===== src/tpo_pkg.sv =====
package tpo_pkg;
    // ==========================================
    // Register byte offsets
    localparam logic [7:0] TPO_MODE_OFF = 8'h00;
    localparam logic [7:0] TPO_CAPCMP_OFF = 8'h04;
    localparam logic [7:0] TPO_OUTCTL_OFF = 8'h08;
    localparam logic [7:0] TPO_PRESC_OFF = 8'h0C;
    localparam logic [7:0] TPO_CMPA_OFF = 8'h10;
    localparam logic [7:0] TPO_CMPB_OFF = 8'h14;
    localparam logic [7:0] TPO_COUNT_OFF = 8'h18;

    // ==========================================
    // Field positions
    localparam int TPO_OVF_BIT = 0;
    localparam int TPO_MODE_LO_BIT = 2;
    localparam int TPO_MODE_HI_BIT = 3;
    localparam int TPO_CAPB_BIT = 0;
    localparam int TPO_OE_BIT = 0;
    localparam int TPO_TOGA_BIT = 1;
    localparam int TPO_PPG_BIT = 2;
    localparam int TPO_OSEN_BIT = 4;
    localparam int TPO_OSPT_BIT = 6;
    localparam int TPO_CKSEL_LO_BIT = 0;
    localparam int TPO_CKSEL_HI_BIT = 1;
    localparam int TPO_ES_LO_BIT = 4;
    localparam int TPO_ES_HI_BIT = 5;

    // ==========================================
    // Reset values and counter maximum
    localparam logic [15:0] TPO_CMP_RST = 16'h0000;
    localparam logic [15:0] TPO_COUNT_MAX = 16'hFFFF;
    localparam logic [7:0] TPO_REG_RST = 8'h00;

    // ==========================================
    // Count clock division ratios, one per select code
    localparam int TPO_DIV0 = 1;
    localparam int TPO_DIV1 = 2;
    localparam int TPO_DIV2 = 4;
    localparam int TPO_DIV3 = 8;

    // ==========================================
    // Counter modes
    typedef enum logic [1:0] {
        TPO_MODE_STOP = 2'b00,
        TPO_MODE_EDGE_CLR = 2'b01,
        TPO_MODE_FREE = 2'b10,
        TPO_MODE_MATCH_CLR = 2'b11
    } tpo_mode_t;

    // Edge selection
    typedef enum logic [1:0] {
        TPO_ES_FALL = 2'b00,
        TPO_ES_RISE = 2'b01,
        TPO_ES_NONE = 2'b10,
        TPO_ES_BOTH = 2'b11
    } tpo_edge_t;
endpackage


===== src/tpo_sync.sv =====
`timescale 1ns/1ns
`default_nettype none
module tpo_sync
(
    input wire logic clk_in,
    input wire logic rst_in,
    input wire logic async_in,
    output logic sync_out
);
    import tpo_pkg::*;
    logic meta_q;
    logic sync_q;

    always_ff @(posedge clk_in)
    begin
        if (rst_in)
        begin
            meta_q <= 1'b0;
            sync_q <= 1'b0;
        end
        else
        begin
            meta_q <= async_in;
            sync_q <= meta_q;
        end
    end

    assign sync_out = sync_q;
endmodule // tpo_sync
`default_nettype wire


===== src/tpo_prescale.sv =====
`timescale 1ns/1ns
`default_nettype none
module tpo_prescale
(
    input wire logic clk_in,
    input wire logic rst_in,
    input wire logic run_in,
    input wire logic [1:0] sel_in,
    output logic tick_out
);
    import tpo_pkg::*;
    logic [2:0] div_q;
    logic [2:0] last;

    always_comb
    begin
        case (sel_in)
            2'b00: last = 3'(TPO_DIV0 - 1);
            2'b01: last = 3'(TPO_DIV1 - 1);
            2'b10: last = 3'(TPO_DIV2 - 1);
            default: last = 3'(TPO_DIV3 - 1);
        endcase
    end

    // Divider restarts whenever the counter is stopped
    always_ff @(posedge clk_in)
    begin
        if (rst_in || !run_in || div_q >= last)
            div_q <= 3'h0;
        else
            div_q <= div_q + 3'h1;
    end

    assign tick_out = run_in && (div_q >= last);
endmodule // tpo_prescale
`default_nettype wire


===== src/tpo_timer.sv =====
// The APB register port and the address map are this design's own decisions.
`timescale 1ns/1ns
`default_nettype none
// What this block does
// - Restart mode edge captures count, then clears
// - Rising or falling capture edge selectable
// - Trigger sampled, two equal samples required
// - Both-edges selection performs no capture
// - Square wave inverts every compare_a+1 counts in match-clear mode
// - Counter clears on compare_a only in match-clear mode, in square mode too
// - Pulse generator: cycle compare_a, width compare_b
// - Period compare_a+1, duty (compare_b+1)/(compare_a+1)
// - One-shot by software or external edge
// - Trigger bit clears, starts, pulses on matches
// - compare_b below compare_a swaps active order
// - Counter keeps running after one-shot
// - Software trigger also restarts a running one-shot
// - External one-shot edge selectable, any edge
// - Edges during a pulse are ignored
// - Counter runs once mode bits nonzero
// - compare_a match raises request, clears counter in match-clear mode
// - Overflow flag set on FFFF to 0000, not when a compare_a match clears FFFF in match-clear mode
module tpo_timer
(
    input wire logic clk_in,
    input wire logic rst_in,
    input wire logic psel_in,
    input wire logic penable_in,
    input wire logic pwrite_in,
    input wire logic [7:0] paddr_in,
    input wire logic [31:0] pwdata_in,
    output logic [31:0] prdata_out,
    output logic pready_out,
    output logic pslverr_out,
    input wire logic trigger_input_in,
    output logic wave_output_out,
    output logic match_a_irq_out
);
    import tpo_pkg::*;

    // ==========================================
    // Register state
    logic [7:0] mode_control_reg_q;
    logic [7:0] capcmp_control_reg_q;
    logic [7:0] output_control_reg_q;
    logic [7:0] prescaler_reg_q;
    logic [15:0] compare_a_q;
    logic [15:0] compare_b_q;
    logic [15:0] count_value_q;
    logic overflow_flag_q;
    logic wave_q;
    logic busy_q;
    logic irq_q;
    logic [31:0] rdata_q;

    // ==========================================
    // Decode
    logic wr_acc;
    logic rd_acc;
    logic addr_ok;
    logic tick;
    logic trig_sync;
    logic samp1_q;
    logic samp2_q;
    logic lvl_q;
    logic lvl_valid_q;
    logic edge_rise;
    logic edge_fall;
    logic edge_hit;
    logic sw_trig;
    logic os_start;
    logic capture;
    logic match_a;
    logic match_b;
    logic running;
    logic ovf_event;
    logic ovf_clear;
    logic ppg_mode;
    tpo_mode_t mode;
    tpo_edge_t edge_sel;

    assign mode = tpo_mode_t'(mode_control_reg_q[TPO_MODE_HI_BIT:TPO_MODE_LO_BIT]);
    assign edge_sel = tpo_edge_t'(prescaler_reg_q[TPO_ES_HI_BIT:TPO_ES_LO_BIT]);
    assign running = (mode != TPO_MODE_STOP);

    always_comb
    begin
        case (paddr_in)
            TPO_MODE_OFF, TPO_CAPCMP_OFF, TPO_OUTCTL_OFF, TPO_PRESC_OFF,
            TPO_CMPA_OFF, TPO_CMPB_OFF, TPO_COUNT_OFF: addr_ok = 1'b1;
            default: addr_ok = 1'b0;
        endcase
    end

    assign wr_acc = psel_in && penable_in && pwrite_in && addr_ok;
    assign rd_acc = psel_in && !penable_in && !pwrite_in;
    assign pready_out = 1'b1;
    assign pslverr_out = psel_in && penable_in && !addr_ok;
    assign prdata_out = rdata_q;

    // ==========================================
    // Count clock and trigger input path
    tpo_prescale u_prescale
    (
        .clk_in(clk_in),
        .rst_in(rst_in),
        .run_in(running),
        .sel_in(prescaler_reg_q[TPO_CKSEL_HI_BIT:TPO_CKSEL_LO_BIT]),
        .tick_out(tick)
    );

    tpo_sync u_sync
    (
        .clk_in(clk_in),
        .rst_in(rst_in),
        .async_in(trigger_input_in),
        .sync_out(trig_sync)
    );

    // Sample at count clock; level accepted after two equal samples
    always_ff @(posedge clk_in)
    begin
        if (rst_in || !running)
        begin
            samp1_q <= 1'b0;
            samp2_q <= 1'b0;
            lvl_q <= 1'b0;
            lvl_valid_q <= 1'b0;
        end
        else if (tick)
        begin
            samp1_q <= trig_sync;
            samp2_q <= samp1_q;
            if (samp1_q == samp2_q)
            begin
                lvl_q <= samp2_q;
                lvl_valid_q <= 1'b1;
            end
        end
    end

    // Edge from change in the accepted level
    logic lvl_prev_q;
    always_ff @(posedge clk_in)
    begin
        if (rst_in || !running)
            lvl_prev_q <= 1'b0;
        else if (tick)
            lvl_prev_q <= lvl_q;
    end

    assign edge_rise = tick && lvl_valid_q && lvl_q && !lvl_prev_q;
    assign edge_fall = tick && lvl_valid_q && !lvl_q && lvl_prev_q;

    always_comb
    begin
        case (edge_sel)
            TPO_ES_FALL: edge_hit = edge_fall;
            TPO_ES_RISE: edge_hit = edge_rise;
            TPO_ES_BOTH: edge_hit = edge_rise || edge_fall;
            default: edge_hit = 1'b0;
        endcase
    end

    // Restart capture only for single-edge selection; compare_a never captures
    assign capture = edge_hit && (mode == TPO_MODE_EDGE_CLR) && capcmp_control_reg_q[TPO_CAPB_BIT] &&
                     (edge_sel != TPO_ES_BOTH);

    // ==========================================
    // One-shot start
    assign sw_trig = wr_acc && (paddr_in == TPO_OUTCTL_OFF) && pwdata_in[TPO_OSPT_BIT] && running;
    assign os_start = output_control_reg_q[TPO_OSEN_BIT] && running &&
                      (sw_trig || (edge_hit && !busy_q));

    // ==========================================
    // Compare matches on count clock
    assign match_a = tick && (count_value_q == compare_a_q);
    assign match_b = tick && (count_value_q == compare_b_q);
    assign ppg_mode = output_control_reg_q[TPO_PPG_BIT] && (mode == TPO_MODE_MATCH_CLR);
    assign ovf_event = tick && (count_value_q == TPO_COUNT_MAX) &&
                       !(mode == TPO_MODE_MATCH_CLR && match_a);

    // ==========================================
    // Counter
    always_ff @(posedge clk_in)
    begin
        if (rst_in || !running)
            count_value_q <= TPO_CMP_RST;
        else if (os_start || (edge_hit && mode == TPO_MODE_EDGE_CLR && !busy_q))
            count_value_q <= TPO_CMP_RST;
        else if (mode == TPO_MODE_MATCH_CLR && match_a)
            count_value_q <= TPO_CMP_RST;
        else if (tick)
            count_value_q <= count_value_q + 16'h0001;
    end

    // ==========================================
    // Compare match request pulse
    always_ff @(posedge clk_in)
    begin
        if (rst_in)
            irq_q <= 1'b0;
        else
            irq_q <= running && match_a;
    end

    assign match_a_irq_out = irq_q;

    // ==========================================
    // Overflow flag, set wins over software clear
    assign ovf_clear = wr_acc && (paddr_in == TPO_MODE_OFF) && !pwdata_in[TPO_OVF_BIT];

    always_ff @(posedge clk_in)
    begin
        if (rst_in)
            overflow_flag_q <= 1'b0;
        else if (running && ovf_event)
            overflow_flag_q <= 1'b1;
        else if (ovf_clear)
            overflow_flag_q <= 1'b0;
    end

    // ==========================================
    // One-shot busy tracking
    logic os_end;
    assign os_end = (compare_b_q < compare_a_q) ? match_a : match_b;

    always_ff @(posedge clk_in)
    begin
        if (rst_in || !running)
            busy_q <= 1'b0;
        else if (os_start)
            busy_q <= 1'b1;
        else if (busy_q && os_end)
            busy_q <= 1'b0;
    end

    // ==========================================
    // Wave output level
    always_ff @(posedge clk_in)
    begin
        if (rst_in || !running)
            wave_q <= 1'b0;
        else if (output_control_reg_q[TPO_OSEN_BIT])
        begin
            if (busy_q && !os_start)
            begin
                if (compare_b_q < compare_a_q)
                begin
                    if (match_b)
                        wave_q <= 1'b1;
                    else if (match_a)
                        wave_q <= 1'b0;
                end
                else
                begin
                    if (match_a)
                        wave_q <= 1'b1;
                    else if (match_b)
                        wave_q <= 1'b0;
                end
            end
            else if (!busy_q)
                wave_q <= 1'b0;
        end
        else if (ppg_mode)
        begin
            if (match_a)
                wave_q <= 1'b1;
            else if (match_b)
                wave_q <= 1'b0;
        end
        else if (output_control_reg_q[TPO_TOGA_BIT] && match_a)
            wave_q <= !wave_q;
    end

    assign wave_output_out = output_control_reg_q[TPO_OE_BIT] && wave_q;

    // ==========================================
    // Control registers
    always_ff @(posedge clk_in)
    begin
        if (rst_in)
        begin
            mode_control_reg_q <= TPO_REG_RST;
            capcmp_control_reg_q <= TPO_REG_RST;
            output_control_reg_q <= TPO_REG_RST;
            prescaler_reg_q <= TPO_REG_RST;
        end
        else if (wr_acc)
        begin
            case (paddr_in)
                TPO_MODE_OFF: mode_control_reg_q <= {4'h0, pwdata_in[TPO_MODE_HI_BIT:TPO_MODE_LO_BIT], 2'b00};
                TPO_CAPCMP_OFF: capcmp_control_reg_q <= {7'h00, pwdata_in[TPO_CAPB_BIT]};
                TPO_OUTCTL_OFF: output_control_reg_q <= {1'b0, 1'b0, pwdata_in[5:0]};
                TPO_PRESC_OFF: prescaler_reg_q <= {2'b00, pwdata_in[5:4], 2'b00, pwdata_in[1:0]};
                default: mode_control_reg_q <= mode_control_reg_q;
            endcase
        end
    end

    // ==========================================
    // Compare registers, capture wins over software write
    always_ff @(posedge clk_in)
    begin
        if (rst_in)
            compare_a_q <= TPO_CMP_RST;
        else if (wr_acc && paddr_in == TPO_CMPA_OFF)
            compare_a_q <= pwdata_in[15:0];
    end

    always_ff @(posedge clk_in)
    begin
        if (rst_in)
            compare_b_q <= TPO_CMP_RST;
        else if (capture)
            compare_b_q <= count_value_q;
        else if (wr_acc && paddr_in == TPO_CMPB_OFF)
            compare_b_q <= pwdata_in[15:0];
    end

    // ==========================================
    // Read data, latched in the setup cycle
    always_ff @(posedge clk_in)
    begin
        if (rst_in)
            rdata_q <= 32'h0000_0000;
        else if (rd_acc)
        begin
            case (paddr_in)
                TPO_MODE_OFF: rdata_q <= {24'h000000, mode_control_reg_q[7:1], overflow_flag_q};
                TPO_CAPCMP_OFF: rdata_q <= {24'h000000, capcmp_control_reg_q};
                TPO_OUTCTL_OFF: rdata_q <= {24'h000000, output_control_reg_q[7], busy_q, output_control_reg_q[5:0]};
                TPO_PRESC_OFF: rdata_q <= {24'h000000, prescaler_reg_q};
                TPO_CMPA_OFF: rdata_q <= {16'h0000, compare_a_q};
                TPO_CMPB_OFF: rdata_q <= {16'h0000, compare_b_q};
                TPO_COUNT_OFF: rdata_q <= {16'h0000, count_value_q};
                default: rdata_q <= 32'h0000_0000;
            endcase
        end
    end
endmodule // tpo_timer
`default_nettype wire


===== config.mk =====
export PLATFORM = sky130hd
export DESIGN_NAME = tpo_timer
export DESIGN_NICKNAME = d
export VERILOG_FILES = /design/src/tpo_pkg.sv /design/src/tpo_sync.sv /design/src/tpo_prescale.sv /design/src/tpo_timer.sv
export SDC_FILE = /design/constraint.sdc
export NUM_CORES = 1
export LEC_CHECK = 0
export ABC_AREA = 1
export ABC_CLOCK_PERIOD_IN_PS = 3380
export CORE_ASPECT_RATIO = 0.8
export CORE_MARGIN = 1
export CORE_UTILIZATION = 60
export CTS_CLUSTER_SIZE = 24
export DETAILED_ROUTE_END_ITERATION = 6
export DONT_BUFFER_PORTS = 1
export GPL_TIMING_DRIVEN = 0
export HOLD_SLACK_MARGIN = 0.12
export PLACE_DENSITY = 0.8
export SLEW_MARGIN = 15
export SYNTH_ARGS = -nofsm -noshare
export SYNTH_HDL_FRONTEND = slang
export SYNTH_HIERARCHICAL = 1
export SYNTH_SLANG_ARGS = --single-unit

===== constraint.sdc =====
create_clock -name clk_in -period 3.38 [get_ports clk_in]
set_clock_uncertainty 0.15 [all_clocks]
set_input_delay 0.676 -clock clk_in [delete_from_list [all_inputs] [get_ports clk_in]]
set_output_delay 0.676 -clock clk_in [all_outputs]
set_load 0.01 [all_outputs]

==> metrics.md, run 1 <==
| Metric | Value |
|---|---|
| Final setup fails | 0 |
| Max clock buf depth | 2 |
| Layout cells sized above 1 | 0.118 |
| Simple-gate share of the synthesized area | 0.284 |
| CTS buffer count | 9 |
| First-pass GRT wire length | 25400 um |
| RePlAce Congestion | 0.983 |
| Pleak | approximately 2.6 nW |
| Clock Latency Late Sink | 0.35 ns |
| Initial antenna violation count | 0 |
| WP data required | 3.52 ns |
| Crit-path max cell delay | 0.37 ns |
| Critical path buffers and inverters | 4 |
| Flop pwr share | 0.491 |
| DIE AREA | 0.00956 mm^2 |
| Final ANT Viol Nets | 0 |
| Gate Count Post-Synth | slightly above 800 |
| Final Cycle Share | 0.954 |
| Overflow after GRT | 0 |
| Synth Area in Adders | 0.0455 |
| Number of global-route vias before repair | ~5000 |
| Post-synthesis mux area share | 0 |
| CP delay by family, top | simple AND/OR/NAND/NOR gates |
| Final instance area | 0.00609 mm^2 |
| Initial DRC count | 579 |
| Reg area | 0.00182 mm^2 |
| Number of max-cap violations | 0 |
| Outcome | completed |
| CTS root buf | clkbuf_16 |
| Psw | ~510 uW |
| Syn Std Cell Area | 0.00550 mm^2 |
| Distinct cells, synth | 46 |
| Pwr dens | 359 mW/mm^2 |
| Fillers | 725 |
| Synthesized area per cell | just under 7 um^2 |
| Slew at the pin with the worst max-slew slack | 0.802 ns |
| CP endpoint kind | flip-flop |
| Worst-path clk slew | 0.07 ns |
| Critical setup path kind | flip-flop to flip-flop |
| Combinational share of power | 0.037 |
| Yosys warning count | 6 |
| XOR/XNOR share of the synthesized area | 0.0302 |
| Max-slew violations | 0 |
| Clock power share | 0.472 |
| Global Route met3 Usage | 0.103 |
| Sequential area share after synthesis | 0.331 |
| Compound-Gate Fraction of Synth Area | 0.186 |
| Pwr Total | between 2 and 2.5 mW |
| CTS tree | done |
| Final Critical Period | between 3 and 4 ns |
| Final WL | 16800 um |
| Worst-path cell chain | or2_2, ha_1, inv_1, nand2_1, nand2_1, a21oi_1, buf_4, nand3_1, a21oi_2, nand3_1, nor2_4, inv_2, buf_2, o21ai_0, o21ai_1, a21oi_1 |
| Setup WS pre-CTS | 0.198 ns |
| Nets | 912 |
| Footprint of the multi-input gates | ~0.0031 mm^2 |
| GR peak layer | met2 |
| M2 GR Usage | 0.554 |
| Clock sink count | 91 |
| Hold WC Path Type | input port to flip-flop |
| Switch share | 0.231 |
| Vias per cell | 5.83 |
| H-tree depth | 3 |
| Largest family of logic cells by synthesized area | simple AND/OR/NAND/NOR gates |
| Final hold vios | 0 |
| Wirelength per Cell | 17.5 um |
| Pre-Repair DR Iteration Count | 6 |
| Initial core utilization | 0.635 |
| Total track usage | 0.361 |
| Antenna diodes | 0 |
| Slew headroom | 0.465 |
| Synth Register Bits | 91 |
| Max Fclk | 0.310 GHz |
| Internal power | around 1.7 mW |
| # rows | 30 |
| Total number of vias | ~5600 |
| Area post-placement | 0.00570 mm^2 |
| CTS Hold Bufs | 0 |
| Nature of the critical path startpoint | flip-flop |
| CP max FO | 10 |
| Setup slack after layout | 0.155 ns |
| Die Y | 87.7 um |
| Remaining DRCs | 0 |
| Die width | approximately 110 um |
| Port bufs | 0 |
| HPWL after detailed placement | 12600 um |
| Crit path arrival time | around 3.4 ns |
| Min Hold Slack | 0.237 ns |
| # IOs | between 80 and 90 |
| Largest net degree at the start of global routing | 17 |
| Worst path slowest cell | dfxtp_1 |
| Core ar. | a little under 0.009 mm^2 |
| VDD IR max | 0.376 mV |
| Grt met1 use | 0.479 |
| Area grow syn2layout | 10.7% |
## synthesized netlist by cell type, drive strengths merged
master,count,area share
inv,109,0.074
dfxtp,91,0.33
nor4,1,0.0011
nor3,14,0.017
o211ai,3,0.0041
nand3,30,0.030
o21bai,1,0.0014
o2111ai,1,0.0016
and2,1,0.0011
nand4,12,0.018
nor2b,1,0.0011
o21ai,81,0.076
ha,20,0.045
xnor2,8,0.013
conb,2,0.0014
o22ai,11,0.013
nor2,80,0.071
a31oi,4,0.0045
clkbuf,14,0.0098
nand2,192,0.13
nor3b,1,0.0014
buf,28,0.037
and3,1,0.0011
nand2b,2,0.0023
or2,3,0.0034
xor2,11,0.018
nand3b,2,0.0027
a21oi,79,0.074
o221ai,8,0.013
## worst register-to-register path: cells and delay by family (launching register included)
kind	cells	cell delay, ns
flip-flops	1	0.37
AND/OR/NAND/NOR	6	0.95
AO/OA/AOI/OAI	5	0.80
buffers and inverters	4	0.62
adder cells (fa/ha/maj)	1	0.28
## cells by family after synthesis
group | count (synthesis)
flops | 91
simple gates | 340
fa+ha+maj | 20
compound gates | 188
buf+inv | 151
other cells | 2
xor+xnor | 19
## timing repair
item,in CTS,in global routing
setup endpoints to repair,0,24
buffers inserted,0,9
resized for setup,0,5
endpoints found under the hold margin,0,0
## registers in the layout, indices dropped and copies added, names as in the netlist, 2 cells and up
name / count
compare_a_q: 16
compare_b_q: 16
count_value_q: 16
prdata_out: 16
output_control_reg_q: 6
prescaler_reg_q: 4
u_prescale/div_q: 3
mode_control_reg_q: 2
## power groups by stage
stage                     logic, mW  registers (mW)  clock network, mW
after global placement       0.0772            1.10                  0
after CTS                    0.0787            1.07               1.03
after global routing         0.0902            1.07               1.07
after detailed placement     0.0783            1.10                  0
final                        0.0813            1.07               1.03
after floorplan              0.0638            1.10                  0
## layout by cell type (no fill, tap or decap), types with 11 or more instances in the layout
| cell | count |
|---|---|
| o21ai_0 | 70 |
| buf_4 | 27 |
| xor2_1 | 11 |
| o22ai_1 | 11 |
| nand2_1 | 188 |
| nor2_1 | 61 |
| nor2_2 | 12 |
| dfxtp_1 | 91 |
| inv_1 | 102 |
| nand3_1 | 28 |
| a21oi_1 | 76 |
| conb_1 | 17 |
| clkbuf_1 | 13 |
| ha_1 | 20 |
## final cells by class
cell class / count / area share
multi-input cells: 584 / 0.506
flip-flops and latches: 91 / 0.299
inverters: 109 / 0.0672
plain buffers: 42 / 0.0437
clock buffers: 9 / 0.0370
well taps: 112 / 0.0230
clock inverters: 7 / 0.0127
repair buffers: 9 / 0.0111
## worst paths after layout
check                             startpoint                          end  slack (ns)  cells past startpoint
max          prescaler_reg_q[1]$_SDFFE_PP0P_  compare_b_q[1]$_SDFFE_PP0P_        0.16                     16
min                                   rst_in     u_sync/meta_q$_SDFF_PP0_        0.24                      1
max reg2reg  prescaler_reg_q[1]$_SDFFE_PP0P_  compare_b_q[1]$_SDFFE_PP0P_        0.16                     16
min reg2reg         u_sync/meta_q$_SDFF_PP0_   u_sync/sync_out$_SDFF_PP0_        0.26                      2
## stage by stage
step | utilization | TNS (ns) | std cells
after floorplan | - | 0 | 826
after global placement | 0.657 | 0 | 938
after detailed placement | 0.657 | 0 | 938
after CTS | 0.692 | 0 | 954
after global routing | 0.703 | -0.0639 | 963
final | 0.703 | 0 | 963
## layer usage
metal  up-vias  share of wire  wire length [um]
met5         -              0                 0
met4         0          0.030               512
met3        47           0.12              2030
met2       344           0.43              7260
met1      2547           0.42              7010
li1       2676              -                 -
Note: power is estimated with default switching activity, not from simulation.
==> run 2, diff against run 1 <==
--- a/config.mk
+++ b/config.mk
@@ -7,7 +7,7 @@
 export LEC_CHECK = 0
 export ABC_AREA = 1
 export ABC_CLOCK_PERIOD_IN_PS = 3380
-export CORE_ASPECT_RATIO = 0.8
+export CORE_ASPECT_RATIO = 0.5
 export CORE_MARGIN = 1
 export CORE_UTILIZATION = 60
 export CTS_CLUSTER_SIZE = 24
==> metrics.md, run 2 (same netlist as run 1, synthesis figures left out) <==
| Metric | Value |
|---|---|
| Outcome | completed |
| Largest net degree at the start of global routing | 14 |
| Slew at the pin with the worst max-slew slack | 0.983 ns |
| HPWL after detailed placement | 12600 um |
| # IOs | 82 |
| Final setup fails | 0 |
| Final Cycle Share | 0.933 |
| Min Hold Slack | 0.242 ns |
| Worst-path clk slew | 0.06 ns |
| Core ar. | 0.00880 mm^2 |
| Initial core utilization | 0.626 |
| Remaining DRCs | 0 |
| Number of max-cap violations | 0 |
| Total number of vias | 5670 |
| Worst hold endpoint | u_sync/meta_q$_SDFF_PP0_ |
| RePlAce Congestion | 1.04 |
| Clock sink count | roughly 90 |
| Die width | ~140 um |
| Wirelength per Cell | 17.6 um |
| Port bufs | 0 |
| Path depth of the worst reg2reg path | 17 |
| Max Fclk | 0.317 GHz |
| Setup WS pre-CTS | 0.0796 ns |
| Final ANT Viol Nets | 0 |
| R2R Path End | count_value_q[15]$_SDFFE_PP0P_ |
| CTS buffer count | 9 |
| Most common cell after layout, fill and taps aside | nand2_1 |
| # rows | 24 |
| Initial antenna violation count | 0 |
| Reg2reg start | prescaler_reg_q[1]$_SDFFE_PP0P_ |
| DIE AREA | between 0.009 and 0.01 mm^2 |
| Nets | 914 |
| Hold WC Path Type | input port to flip-flop |
| Final WL | 17100 um |
| CTS tree | done |
| Hold Crit Start | rst_in |
| Number of global-route vias before repair | approximately 5000 |
| First-pass GRT wire length | 26200 um |
| Vias per cell | roughly 6 |
| Antenna diodes | 0 |
| R2R Setup Slk | 0.23 ns |
| Hold depth | 1 |
| H-tree depth | 3 |
| Pwr dens | 368 mW/mm^2 |
| Clock Latency Late Sink | 0.35 ns |
| Slew headroom | 0.340 |
| Area grow syn2layout | 11.4% |
| Final hold vios | 0 |
| Area post-placement | 0.00571 mm^2 |
| CTS Hold Bufs | 0 |
| Max clock buf depth | 2 |
| Overflow after GRT | 0 |
| Final instance area | 0.00613 mm^2 |
| CTS root buf | clkbuf_16 |
| Die Y | 69.7 um |
| Leading cell types in the layout, fill and taps excluded | nand2_1, inv_1, dfxtp_1, a21oi_1, o21ai_0 |
| Total track usage | 0.367 |
| Post-Route Setup TNS | 0 ns |
| Pre-Repair DR Iteration Count | 7 |
| Max-slew violations | 0 |
| VDD IR max | ~0.26 mV |
| Initial DRC count | 691 |
| Critical setup path kind | flip-flop to flip-flop |
| Setup slack after layout | 0.227 ns |
| WP data required | 3.47 ns |
| Nature of the critical path startpoint | flip-flop |
| Pleak | 2.59 nW |
| Layout cells sized above 1 | 0.119 |
| Final Critical Period | 3.15 ns |
| CP max FO | 7 |
| CP endpoint kind | flip-flop |
| Crit path arrival time | around 3.2 ns |
run 2: changes by cell type in the layout (fill, tap and decap cells not counted), sizes merged:
cell and delta:
buf +2, bufinv +1, clkinvlp -1, clkbuf +3, inv -1, clkinv -4
run 2: layout make-up:
type                            count  area [um^2]
Multi-Input combinational cell    584         3100
Sequential cell                    91         1820
Clock inverter                      2         60.1
Tap cell                          117          146
Buffer                             42          262
Timing Repair Buffer               11         82.6
Inverter                          109          409
Fill cell                         786         2670
Clock buffer                       12          256
run 2: worst max-delay path, stage by stage (launching register included):
cell     delay (ns)
dfxtp_1        0.34
or2_2          0.31
ha_1           0.27
inv_1          0.03
nand2_1        0.04
nand2_1        0.07
a21oi_1        0.14
buf_4          0.17
buf_4          0.11
nand2_1        0.06
nor2_1         0.24
nand3_2        0.16
nor3_4         0.19
nand3_1        0.20
nor2_1         0.21
nand2_1        0.09
xor2_1         0.18
nor2_2         0.05
run 2: worst max path at each step:
stage	cells after the start	to	slack, ns	from
after floorplan	15	count_value_q[13]$_SDFFE_PP0P_	0.75	prescaler_reg_q[1]$_SDFFE_PP0P_
after detailed placement	16	count_value_q[14]$_SDFFE_PP0P_	0.08	prescaler_reg_q[1]$_SDFFE_PP0P_
after global placement	15	overflow_flag_q$_SDFFE_PP0P_	0.14	prescaler_reg_q[1]$_SDFFE_PP0P_
final	17	count_value_q[15]$_SDFFE_PP0P_	0.23	prescaler_reg_q[1]$_SDFFE_PP0P_
after global routing	16	compare_b_q[7]$_SDFFE_PP0P_	-0.01	prescaler_reg_q[1]$_SDFFE_PP0P_
after CTS	16	count_value_q[14]$_SDFFE_PP0P_	0.03	prescaler_reg_q[1]$_SDFFE_PP0P_
run 2: what timing repair did:
| item | 4_1_cts | 5_1_grt |
|---|---|---|
| endpoints found under the setup margin | 0 | 25 |
| gates resized for setup | 0 | 6 |
| buffers inserted | 0 | 11 |
run 2: routing by layer:
metal	GRT usage	routed length, um	up-vias
li1	-	-	2674
met4	0.114	456	0
met5	0	0	-
met3	0.119	2410	53
met1	0.496	7020	2581
met2	0.550	7180	362
run 2: through the flow:
step | power (mW) | util | instances
global route | 2.31 | 0.697 | 968
CTS | 2.25 | 0.685 | 957
global placement | 1.18 | 0.649 | 943
detailed placement | 1.18 | 0.649 | 943
finish | 2.26 | 0.697 | 968
floorplan | 1.16 | - | 826
run 2: where the power goes:
group          internal (mW)  switching [mW]  leakage [nW]
sequential              1.07        0.000362         0.733
clock                  0.681           0.421         0.155
combinational         0.0281          0.0558          1.70
